===== src/pkg/jspe_pkg.sv =====
// Purpose: Shared constants and types of the scan packet engine
// Assumes: Byte wide command and response streams
// Notes:   Offsets are byte addresses on the AHB-Lite register bus
package jspe_pkg;
  // ----------------------------------------------------------------
  // Packet byte layout
  // ----------------------------------------------------------------
  localparam int          BYTE_W      = 8;
  localparam int          REM_W       = 8;
  localparam logic [2:0]  OPC_TAG     = 3'h4;
  localparam int          OPC_TAG_LO  = 5;
  localparam int          OPC_TMS     = 3;
  localparam int          OPC_CAPT    = 2;
  localparam int          OPC_TDI     = 1;
  localparam int          OPC_FIXED   = 0;
  localparam int          LEN_PACKED  = 7;
  localparam logic [2:0]  BYTE_LAST   = 3'h7;
  // ----------------------------------------------------------------
  // Link timing, in link clock cycles per half TCK period
  // ----------------------------------------------------------------
  localparam int          TCK_HALF    = 2;
  // ----------------------------------------------------------------
  // Controller registers and fields
  // ----------------------------------------------------------------
  localparam logic [7:0]  REG_CMD     = 8'h00;
  localparam logic [7:0]  REG_RSP     = 8'h04;
  localparam logic [7:0]  REG_STAT    = 8'h08;
  localparam int          RSP_VLD_BIT = 8;
  localparam int          ST_CMD_FULL = 0;
  localparam int          ST_RSP_VLD  = 1;
  localparam int          ST_BUSY     = 2;
  // ----------------------------------------------------------------
  // Engine states, Gray along the usual path
  // ----------------------------------------------------------------
  typedef enum logic [2:0] {
    ST_IDLE  = 3'h0,
    ST_LEN   = 3'h1,
    ST_DATA  = 3'h3,
    ST_SHIFT = 3'h2,
    ST_PUSH  = 3'h6
  } jspe_state_e;
endpackage


===== src/pkg/jspe_link_if.sv =====
// Purpose: Toggle handshake link between controller and scan engine
// Assumes: Data words stay stable while their toggle is unanswered
// Notes:   Receivers synchronise the toggles and busy level
`timescale 1ns/100ps
interface jspe_link_if;
  logic       cmd_tgl;
  logic [7:0] cmd_byte;
  logic       cmd_ack;
  logic       rsp_tgl;
  logic [7:0] rsp_byte;
  logic       rsp_ack;
  logic       busy;

  modport dev (
    input  cmd_tgl,
    input  cmd_byte,
    input  rsp_ack,
    output cmd_ack,
    output rsp_tgl,
    output rsp_byte,
    output busy
  );
  modport host (
    output cmd_tgl,
    output cmd_byte,
    output rsp_ack,
    input  cmd_ack,
    input  rsp_tgl,
    input  rsp_byte,
    input  busy
  );
endinterface


===== src/jspe_scan_dev.sv =====
// Purpose: Scan packet engine driving a test access port
// Assumes: Runs on the link clock; command bytes arrive by handshake
// Notes:   One TCK period is two HALF spans of link clock cycles
`timescale 1ns/100ps
module jspe_scan_dev
  import jspe_pkg::*;
#(
  parameter int HALF = TCK_HALF
) (
  input  wire logic link_clk_i,
  input  wire logic resetn_i,
  input  wire logic clk_en_i,
  input  wire logic tdo_i,
  output logic      tck_o,
  output logic      tms_o,
  output logic      tdi_o,
  jspe_link_if.dev  lnk
);
  // ----------------------------------------------------------------
  // Parameter checks
  // ----------------------------------------------------------------
  localparam int PHW = $clog2(2 * HALF);
  localparam logic [PHW-1:0] PH_RISE = PHW'(HALF - 1);
  localparam logic [PHW-1:0] PH_FALL = PHW'(2 * HALF - 1);

  if (HALF < 2) begin : g_chk
    $error("HALF must be at least 2");
  end

  // ----------------------------------------------------------------
  // Declarations
  // ----------------------------------------------------------------
  jspe_state_e       state_q;
  logic              fixed_q;
  logic              tdi_fix_q;
  logic              tms_last_q;
  logic              capt_q;
  logic              need_data_q;
  logic [REM_W-1:0]  rem_q;
  logic [2:0]        bi_q;
  logic [BYTE_W-1:0] tdi_buf_q;
  logic [BYTE_W-1:0] cap_q;
  logic [PHW-1:0]    ph_q;
  logic              cmd_ack_q;
  logic              rsp_tgl_q;
  logic [BYTE_W-1:0] rsp_byte_q;
  logic              busy_q;
  logic              cmd_tgl_s;
  logic              rsp_ack_s;
  logic              tdo_s;
  logic              cmd_new;
  logic              taking;
  logic              rsp_free;
  logic              tick_rise;
  logic              tick_fall;
  logic              last_bit;
  logic              byte_end;
  logic [BYTE_W-1:0] in_byte;
  logic [2:0]        plen;

  // Highest set bit of the packed start field, zero if none
  function automatic logic [2:0] f_plen(input logic [5:0] f);
    logic [2:0] n;
    n = 3'h0;
    for (int i = 0; i < 6; i++) begin
      if (f[i]) begin
        n = 3'(i + 1);
      end
    end
    return n;
  endfunction

  // ----------------------------------------------------------------
  // Crossing from the controller and the TDO pin
  // ----------------------------------------------------------------
  jspe_sync #(
    .W (3)
  ) u_sync (
    .clk_i    (link_clk_i),
    .resetn_i (resetn_i),
    .clk_en_i (clk_en_i),
    .d_i      ({lnk.cmd_tgl, lnk.rsp_ack, tdo_i}),
    .q_o      ({cmd_tgl_s, rsp_ack_s, tdo_s})
  );

  // Decode helpers
  assign in_byte   = lnk.cmd_byte;
  assign cmd_new   = cmd_tgl_s != cmd_ack_q;
  assign taking    = cmd_new && (state_q == ST_IDLE ||
                     state_q == ST_LEN || state_q == ST_DATA);
  assign rsp_free  = rsp_tgl_q == rsp_ack_s;
  assign tick_rise = state_q == ST_SHIFT && ph_q == PH_RISE;
  assign tick_fall = state_q == ST_SHIFT && ph_q == PH_FALL;
  assign last_bit  = rem_q == REM_W'(1);
  assign byte_end  = bi_q == BYTE_LAST;
  assign plen      = f_plen(in_byte[6:1]);

  // Link outputs
  assign lnk.cmd_ack  = cmd_ack_q;
  assign lnk.rsp_tgl  = rsp_tgl_q;
  assign lnk.rsp_byte = rsp_byte_q;
  assign lnk.busy     = busy_q;

  // ----------------------------------------------------------------
  // Packet parsing and scan sequencing
  // ----------------------------------------------------------------
  always_ff @(posedge link_clk_i or negedge resetn_i) begin
    if (!resetn_i) begin
      state_q     <= ST_IDLE;
      fixed_q     <= 1'b0;
      tdi_fix_q   <= 1'b0;
      tms_last_q  <= 1'b0;
      capt_q      <= 1'b0;
      need_data_q <= 1'b0;
      rem_q       <= '0;
      bi_q        <= 3'h0;
      tdi_buf_q   <= '0;
    end else if (clk_en_i) begin
      case (state_q)
        ST_IDLE: begin
          // Other packet types are dropped here
          if (taking && in_byte[7:OPC_TAG_LO] == OPC_TAG) begin
            fixed_q    <= in_byte[OPC_FIXED];
            tdi_fix_q  <= in_byte[OPC_TDI];
            tms_last_q <= in_byte[OPC_TMS];
            capt_q     <= in_byte[OPC_CAPT];
            bi_q       <= 3'h0;
            state_q    <= ST_LEN;
          end
        end
        ST_LEN: begin
          if (taking) begin
            tdi_buf_q <= in_byte;
            if (in_byte[LEN_PACKED]) begin
              // Packed: packet ends here
              need_data_q <= 1'b0;
              rem_q       <= REM_W'(plen);
              state_q     <= (plen == 3'h0) ? ST_IDLE : ST_SHIFT;
            end else begin
              // Normal: field holds length minus one
              rem_q       <= REM_W'(in_byte[6:0]) + REM_W'(1);
              need_data_q <= !fixed_q;
              state_q     <= fixed_q ? ST_SHIFT : ST_DATA;
            end
          end
        end
        ST_DATA: begin
          // One data byte per eight scan bits
          if (taking) begin
            tdi_buf_q <= in_byte;
            state_q   <= ST_SHIFT;
          end
        end
        ST_SHIFT: begin
          if (tick_fall) begin
            rem_q <= rem_q - REM_W'(1);
            bi_q  <= bi_q + 3'h1;
            if (capt_q && (last_bit || byte_end)) begin
              state_q <= ST_PUSH;
            end else if (last_bit) begin
              state_q <= ST_IDLE;
            end else if (byte_end && need_data_q) begin
              state_q <= ST_DATA;
            end
          end
        end
        ST_PUSH: begin
          // TCK stays low until the response slot frees
          if (rsp_free) begin
            if (rem_q == '0) begin
              state_q <= ST_IDLE;
            end else if (need_data_q) begin
              state_q <= ST_DATA;
            end else begin
              state_q <= ST_SHIFT;
            end
          end
        end
        default: begin
          state_q <= ST_IDLE;
        end
      endcase
    end
  end

  // ----------------------------------------------------------------
  // TCK phase counter
  // ----------------------------------------------------------------
  always_ff @(posedge link_clk_i or negedge resetn_i) begin
    if (!resetn_i) begin
      ph_q <= '0;
    end else if (clk_en_i) begin
      if (state_q != ST_SHIFT || tick_fall) begin
        ph_q <= '0;
      end else begin
        ph_q <= ph_q + PHW'(1);
      end
    end
  end

  // ----------------------------------------------------------------
  // Test access port pins
  // ----------------------------------------------------------------
  always_ff @(posedge link_clk_i or negedge resetn_i) begin
    if (!resetn_i) begin
      tck_o <= 1'b0;
      tms_o <= 1'b0;
      tdi_o <= 1'b0;
    end else if (clk_en_i) begin
      if (tick_rise) begin
        tck_o <= 1'b1;
      end else if (tick_fall || state_q != ST_SHIFT) begin
        tck_o <= 1'b0;
      end
      if (state_q == ST_SHIFT && ph_q == '0) begin
        tms_o <= last_bit && tms_last_q;
        tdi_o <= fixed_q ? tdi_fix_q : tdi_buf_q[bi_q];
      end else if (state_q == ST_IDLE) begin
        tms_o <= 1'b0;
      end
    end
  end

  // ----------------------------------------------------------------
  // TDO capture, value stored only and never decoded
  // ----------------------------------------------------------------
  always_ff @(posedge link_clk_i or negedge resetn_i) begin
    if (!resetn_i) begin
      cap_q <= '0;
    end else if (clk_en_i) begin
      if (state_q == ST_IDLE || (state_q == ST_PUSH && rsp_free)) begin
        cap_q <= '0;
      end else if (tick_fall && capt_q) begin
        cap_q[bi_q] <= tdo_s;
      end
    end
  end

  // ----------------------------------------------------------------
  // Handshake toward the controller
  // ----------------------------------------------------------------
  always_ff @(posedge link_clk_i or negedge resetn_i) begin
    if (!resetn_i) begin
      cmd_ack_q  <= 1'b0;
      rsp_tgl_q  <= 1'b0;
      rsp_byte_q <= '0;
      busy_q     <= 1'b0;
    end else if (clk_en_i) begin
      if (taking) begin
        cmd_ack_q <= cmd_tgl_s;
      end
      if (state_q == ST_PUSH && rsp_free) begin
        rsp_byte_q <= cap_q;
        rsp_tgl_q  <= !rsp_tgl_q;
      end
      busy_q <= state_q != ST_IDLE;
    end
  end
endmodule


===== src/jspe_sync.sv =====
// Purpose: Two flip-flop synchroniser for a group of levels
// Assumes: Each bit changes independently and slowly
// Notes:   First stage feeds only the second stage
`timescale 1ns/100ps
module jspe_sync #(
  parameter int W = 1
) (
  input  wire logic         clk_i,
  input  wire logic         resetn_i,
  input  wire logic         clk_en_i,
  input  wire logic [W-1:0] d_i,
  output logic      [W-1:0] q_o
);
  logic [W-1:0] meta_q;

  // Two stage capture
  always_ff @(posedge clk_i or negedge resetn_i) begin
    if (!resetn_i) begin
      meta_q <= '0;
      q_o    <= '0;
    end else if (clk_en_i) begin
      meta_q <= d_i;
      q_o    <= meta_q;
    end
  end
endmodule


===== src/flat_wrapper.sv =====
// flat-port wrapper written by rule: the top's interface ports become plain ports
module jspe_scan_dev_flat import jspe_pkg::*;
#(
  parameter int HALF = TCK_HALF
)
  (link_clk_i, resetn_i, clk_en_i, tdo_i, tck_o, tms_o, tdi_o, lnk_cmd_tgl, lnk_cmd_byte, lnk_rsp_ack, lnk_cmd_ack, lnk_rsp_tgl, lnk_rsp_byte, lnk_busy);
  jspe_link_if lnk_i ();
  input  wire logic link_clk_i;
  input  wire logic resetn_i;
  input  wire logic clk_en_i;
  input  wire logic tdo_i;
  output logic tck_o;
  output logic tms_o;
  output logic tdi_o;
  input wire logic [$bits(lnk_i.cmd_tgl)-1:0] lnk_cmd_tgl;
  input wire logic [$bits(lnk_i.cmd_byte)-1:0] lnk_cmd_byte;
  input wire logic [$bits(lnk_i.rsp_ack)-1:0] lnk_rsp_ack;
  output wire logic [$bits(lnk_i.cmd_ack)-1:0] lnk_cmd_ack;
  output wire logic [$bits(lnk_i.rsp_tgl)-1:0] lnk_rsp_tgl;
  output wire logic [$bits(lnk_i.rsp_byte)-1:0] lnk_rsp_byte;
  output wire logic [$bits(lnk_i.busy)-1:0] lnk_busy;
  assign lnk_i.cmd_tgl = lnk_cmd_tgl;
  assign lnk_i.cmd_byte = lnk_cmd_byte;
  assign lnk_i.rsp_ack = lnk_rsp_ack;
  assign lnk_cmd_ack = lnk_i.cmd_ack;
  assign lnk_rsp_tgl = lnk_i.rsp_tgl;
  assign lnk_rsp_byte = lnk_i.rsp_byte;
  assign lnk_busy = lnk_i.busy;
  jspe_scan_dev #(.HALF(HALF)) u_core (.link_clk_i(link_clk_i), .resetn_i(resetn_i), .clk_en_i(clk_en_i), .tdo_i(tdo_i), .tck_o(tck_o), .tms_o(tms_o), .tdi_o(tdi_o), .lnk(lnk_i));
endmodule

===== config.mk =====
export PLATFORM = sky130hd
export DESIGN_NAME = jspe_scan_dev_flat
export DESIGN_NICKNAME = d
export VERILOG_FILES = /design/src/pkg/jspe_pkg.sv /design/src/pkg/jspe_link_if.sv /design/src/jspe_scan_dev.sv /design/src/jspe_sync.sv /design/src/flat_wrapper.sv
export SDC_FILE = /design/constraint.sdc
export NUM_CORES = 1
export LEC_CHECK = 0
export BUFFER_PORTS_ARGS = -buffer_cell sky130_fd_sc_hd__clkbuf_2
export CAP_MARGIN = 15
export CORE_MARGIN = 1
export CORE_UTILIZATION = 54
export DETAILED_ROUTE_END_ITERATION = 10
export HOLD_SLACK_MARGIN = 0.08
export MAX_ROUTING_LAYER = met4
export PLACE_DENSITY = 0.83
export SKIP_CTS_REPAIR_TIMING = 1
export SYNTH_ARGS = -nofsm -noshare
export SYNTH_HDL_FRONTEND = slang
export SYNTH_HIERARCHICAL = 1
export SYNTH_SLANG_ARGS = --single-unit
export TNS_END_PERCENT = 50

===== constraint.sdc =====
create_clock -name link_clk_i -period 1.6 [get_ports link_clk_i]
set_input_delay 0 -clock link_clk_i [delete_from_list [all_inputs] [get_ports link_clk_i]]
set_output_delay 0 -clock link_clk_i [all_outputs]
set_load 0.01 [all_outputs]

==> impl_metrics.prom <==
# TYPE chip_impl_metric gauge
chip_impl_metric{name="viasPerCell",unit=""} 6.04
chip_impl_metric{name="die_x",unit="um"} 78.6
chip_impl_metric{name="timing.critical_path.arrival",unit="ns"} 2.10
chip_impl_info{name="yosys_most_used_dff",value="dfrtp_1"} 1
chip_impl_metric{name="place.detailed.hpwl",unit="um"} 5410
chip_impl_metric{name="layoutNonFillerInstCount",unit=""} 459
chip_impl_info{name="result_of_the_run",value="complete, but fails checks"} 1
chip_impl_metric{name="grt_start_max_net_pins",unit=""} 58
chip_impl_metric{name="leakagePower",unit="nW"} 2.03
chip_impl_info{name="r2r-start",value="u_core/rem_q[5]"} 1
chip_impl_metric{name="worst-endpoint-required",unit="ns"} 1.83
chip_impl_metric{name="antenna_found_initial",unit=""} 0
chip_impl_info{name="cp-end-kind",value="register"} 1
chip_impl_info{name="critPathLaunch",value="u_core/rem_q[5]"} 1
chip_impl_metric{name="worstSkewPairLatency",unit="ns"} 0.35
chip_impl_metric{name="yosys_warnings",unit=""} 6
chip_impl_metric{name="switchingPower",unit="mW"} 2.42
chip_impl_metric{name="buffer_ports.inserted",unit=""} 27
chip_impl_info{name="ff_to_ff_end",value="u_core/state_q[2]"} 1
chip_impl_metric{name="grt_first_pass_wirelength",unit="um"} 12700
chip_impl_metric{name="remaining_drc_errors",unit=""} 0
chip_impl_metric{name="postSynthNetCount",unit=""} 326
chip_impl_metric{name="area_delta_synth_final",unit="%"} 33.2
chip_impl_metric{name="cts-buffers-inserted",unit=""} 9
chip_impl_metric{name="mappedNetlistArea",unit="sq um"} 3170
chip_impl_metric{name="placement.setup.worst_slack",unit="ns"} -0.264
chip_impl_metric{name="detailedRoute.firstIterationViolations",unit=""} 236
chip_impl_metric{name="final_area",unit="sq um"} 4220
chip_impl_metric{name="fin_crit_sh",unit="%"} 117
chip_impl_metric{name="first_global_vias",unit=""} 2624
chip_impl_metric{name="count_of_antenna_diodes_in_the_layout",unit=""} 0
chip_impl_info{name="worstSetupPathType",value="reg2reg"} 1
chip_impl_metric{name="cts_max_path_buffers",unit=""} 2
chip_impl_metric{name="power",unit="mW"} 6.75
chip_impl_metric{name="maxClockFrequency",unit="MHz"} 535
chip_impl_metric{name="crit_path_max_fanout",unit=""} 5
chip_impl_metric{name="route.vias.total",unit=""} 2771
chip_impl_metric{name="share_of_power_burned_in_the_clock_network",unit="%"} 25.4
chip_impl_metric{name="power.density",unit="nW/um^2"} 1600
chip_impl_metric{name="share_comb_of_total_power",unit="%"} 41.8
chip_impl_metric{name="final_hold_viol_count",unit=""} 0
chip_impl_metric{name="post_layout_util",unit="%"} 75.7
chip_impl_metric{name="fin_setup_tns",unit="ns"} -1.96
chip_impl_metric{name="core_area",unit="sq um"} 5570
chip_impl_metric{name="finalWirelength",unit="um"} 8250
chip_impl_metric{name="internal_power",unit="mW"} 4.33
chip_impl_metric{name="setup_slack",unit="ns"} -0.269
chip_impl_metric{name="path_clk_slew",unit="ns"} 0.07
chip_impl_metric{name="sequentialPowerShare",unit="%"} 32.8
chip_impl_metric{name="p_sw_share",unit="%"} 35.8
chip_impl_metric{name="worst_hold_slack",unit="ns"} 0.0929
chip_impl_metric{name="h-tree-depth",unit=""} 3
chip_impl_metric{name="r2r.worst_path.cells",unit=""} 5
chip_impl_info{name="hp-start",value="lnk_cmd_byte[6]"} 1
chip_impl_metric{name="gr-usage-all-layers",unit="%"} 28.4
chip_impl_metric{name="grt-ovfl-total",unit=""} 0
chip_impl_metric{name="dp.cells",unit=""} 426
chip_impl_metric{name="vdd_ir_drop_max",unit="uV"} 910
chip_impl_metric{name="drv_cap",unit=""} 0
chip_impl_metric{name="yosysUniqueCellTypes",unit=""} 58
chip_impl_metric{name="regToRegSetupSlack",unit="ns"} -0.27
chip_impl_metric{name="ys_seq_elements",unit=""} 57
chip_impl_metric{name="synth_cells",unit=""} 304
chip_impl_info{name="worstSetupEndpoint",value="u_core/state_q[2]"} 1
chip_impl_metric{name="timing.final.max_slew_violations",unit=""} 0
chip_impl_metric{name="post_drt_wl_per_cell",unit="um"} 18.0
chip_impl_metric{name="placement.cell_area",unit="sq um"} 3640
chip_impl_metric{name="synth-seq-area-share",unit="%"} 45.0
chip_impl_metric{name="postSynthAreaPerCell",unit="sq um"} 10.4
chip_impl_metric{name="ant_nets",unit=""} 0
chip_impl_metric{name="start_util",unit="%"} 56.8
chip_impl_metric{name="setup_viol",unit=""} 20
chip_impl_metric{name="synth-async-reset-ratio",unit="%"} 100
chip_impl_metric{name="skew",unit="ns"} 0.0111
chip_impl_info{name="clock_tree_from_tritoncts",value="done"} 1
chip_impl_info{name="clock_tree.root_cell",value="clkbuf_8"} 1
chip_impl_metric{name="floorplan.die_area",unit="sq um"} 6180
chip_impl_info{name="failing_checks",value="setup timing"} 1
chip_impl_metric{name="clock-sinks",unit=""} 57
chip_impl_metric{name="synth_edf_count",unit=""} 0
chip_impl_metric{name="boundaryPins",unit=""} 28
chip_impl_metric{name="finalWeightedCongestion",unit=""} 0.926
chip_impl_metric{name="tightest_slew",unit="ns"} 0.389
chip_impl_info{name="holdCritPathClass",value="in2reg"} 1
chip_impl_metric{name="drive_gt1_share",unit="%"} 39.0
chip_impl_metric{name="fp-row-count",unit=""} 27
chip_impl_metric{name="post-route-min-period",unit="ns"} 1.87
chip_impl_metric{name="final_nets",unit=""} 404
chip_impl_metric{name="die_h",unit="um"} 78.6
chip_impl_metric{name="detailedRoute.firstPassIterationCount",unit=""} 4
chip_impl_metric{name="worst_slew_margin_rel",unit="%"} 73.9
chip_impl_info{name="rsz_0062_raised_after_global_routing",value="yes"} 1
chip_impl_info{name="start_kind",value="register"} 1
power groups by stage:
stage,Clock [mW],Combinational (mW),Sequential (mW)
floorplan,0,1.51,2.16
global placement,0,2.33,2.16
detailed placement,0,2.40,2.19
CTS,1.74,2.42,2.17
global route,1.79,3.05,2.25
finish,1.72,2.82,2.21
worst min-delay path by stage:
stage | to | slack (ns) | depth (start not counted)
after floorplan | u_core/bi_q[0] | -0.30 | 0
after global placement | u_core/rem_q[4] | 0.03 | 2
after detailed placement | u_core/rem_q[3] | 0.03 | 2
after CTS | u_core/rem_q[7] | -0.35 | 2
after global routing | u_core/rem_q[6] | 0.12 | 4
final | u_core/rem_q[6] | 0.09 | 4
final cells by class:
cell class              instances  area [sq um]
inverters                      10          41.3
clock buffers                   9           124
well taps                      72          90.1
fillers                       357          1360
flip-flops and latches         57          1430
repair buffers                 84           652
clock inverters                 7           128
multi-input cells             220          1750
synth_stat cells, types with 2 or more instances:
master | number | area [sq um]
a211o_1 | 7 | 61.3
a21oi_1 | 6 | 30.0
a22o_1 | 4 | 35.0
a31oi_1 | 5 | 31.3
a32oi_1 | 3 | 26.3
and2_1 | 3 | 18.8
and3_1 | 5 | 31.3
buf_6 | 2 | 22.5
clkbuf_1 | 13 | 48.8
dfrtp_1 | 57 | 1430
ha_1 | 8 | 100
inv_1 | 10 | 37.5
mux2_1 | 8 | 90.1
mux2_2 | 18 | 203
mux2_4 | 6 | 90.1
mux2i_1 | 4 | 40.0
nand2_1 | 20 | 75.1
nand2b_1 | 2 | 12.5
nand3_1 | 7 | 35.0
nand4_1 | 5 | 31.3
nor2_1 | 31 | 116
nor2b_1 | 3 | 18.8
nor3_1 | 8 | 40.0
o211a_1 | 4 | 40.0
o211ai_1 | 2 | 15.0
o21ai_0 | 17 | 85.1
o21ai_1 | 2 | 10.0
o21bai_1 | 4 | 30.0
o2bb2ai_1 | 2 | 17.5
o311a_1 | 2 | 20.0
o31ai_1 | 2 | 15.0
xnor2_1 | 6 | 52.6
xor2_1 | 3 | 26.3
cells in the final DEF (no fill, tap or decap), drive strengths merged, types with 4 or more instances in the layout:
cell type	n
nand4	5
dlygate4sd3	12
clkbuf	36
nand2	21
o21bai	4
nand3	7
dfrtp	57
a21oi	6
inv	10
buf	45
o211a	4
a211o	8
o21ai	19
a31oi	6
mux2i	4
ha	8
xnor2	6
mux2	32
nor2	32
a22o	4
and3	6
nor3	8
routing by layer:
layer	track usage [%]	vias up	wire length, um
met1	35.0	1358	3540
met4	15.9	0	239
li1	-	1267	-
met5	-	-	0
met3	4.53	26	439
met2	44.5	120	4030
flip-flops by register name, indices dropped and copies added, names as in the netlist, 2 cells and up:
name                  count
u_core/bi_q               3
u_core/cap_q              8
u_core/lnk.rsp_byte       8
u_core/ph_q               2
u_core/rem_q              8
u_core/state_q            3
u_core/tdi_buf_q          8
u_core/u_sync/meta_q      3
u_core/u_sync/q_o         3
logic make-up (layout without fill, tap and decap cells):
family                   count (synthesis)  count (layout)  share of synthesized area [%]
flip-flops                              57              57                           45.0
buffers and inverters                   27             110                           3.83
multiplexers                            36              36                           13.3
AND/OR/NAND/NOR                         96              96                           15.6
XOR/XNOR                                 9               9                           2.49
adder cells (fa/ha/maj)                  8               8                           3.16
AO/OA/AOI/OAI                           71              71                           16.6
critical path, cell delays in order, from the launching register on:
cell,delay [ns]
dfrtp_1,0.41
nor4_4,0.43
a31oi_2,0.18
a221oi_2,0.29
nand2_2,0.13
mux2_4,0.31
Power figures use the tool's default switching activity.
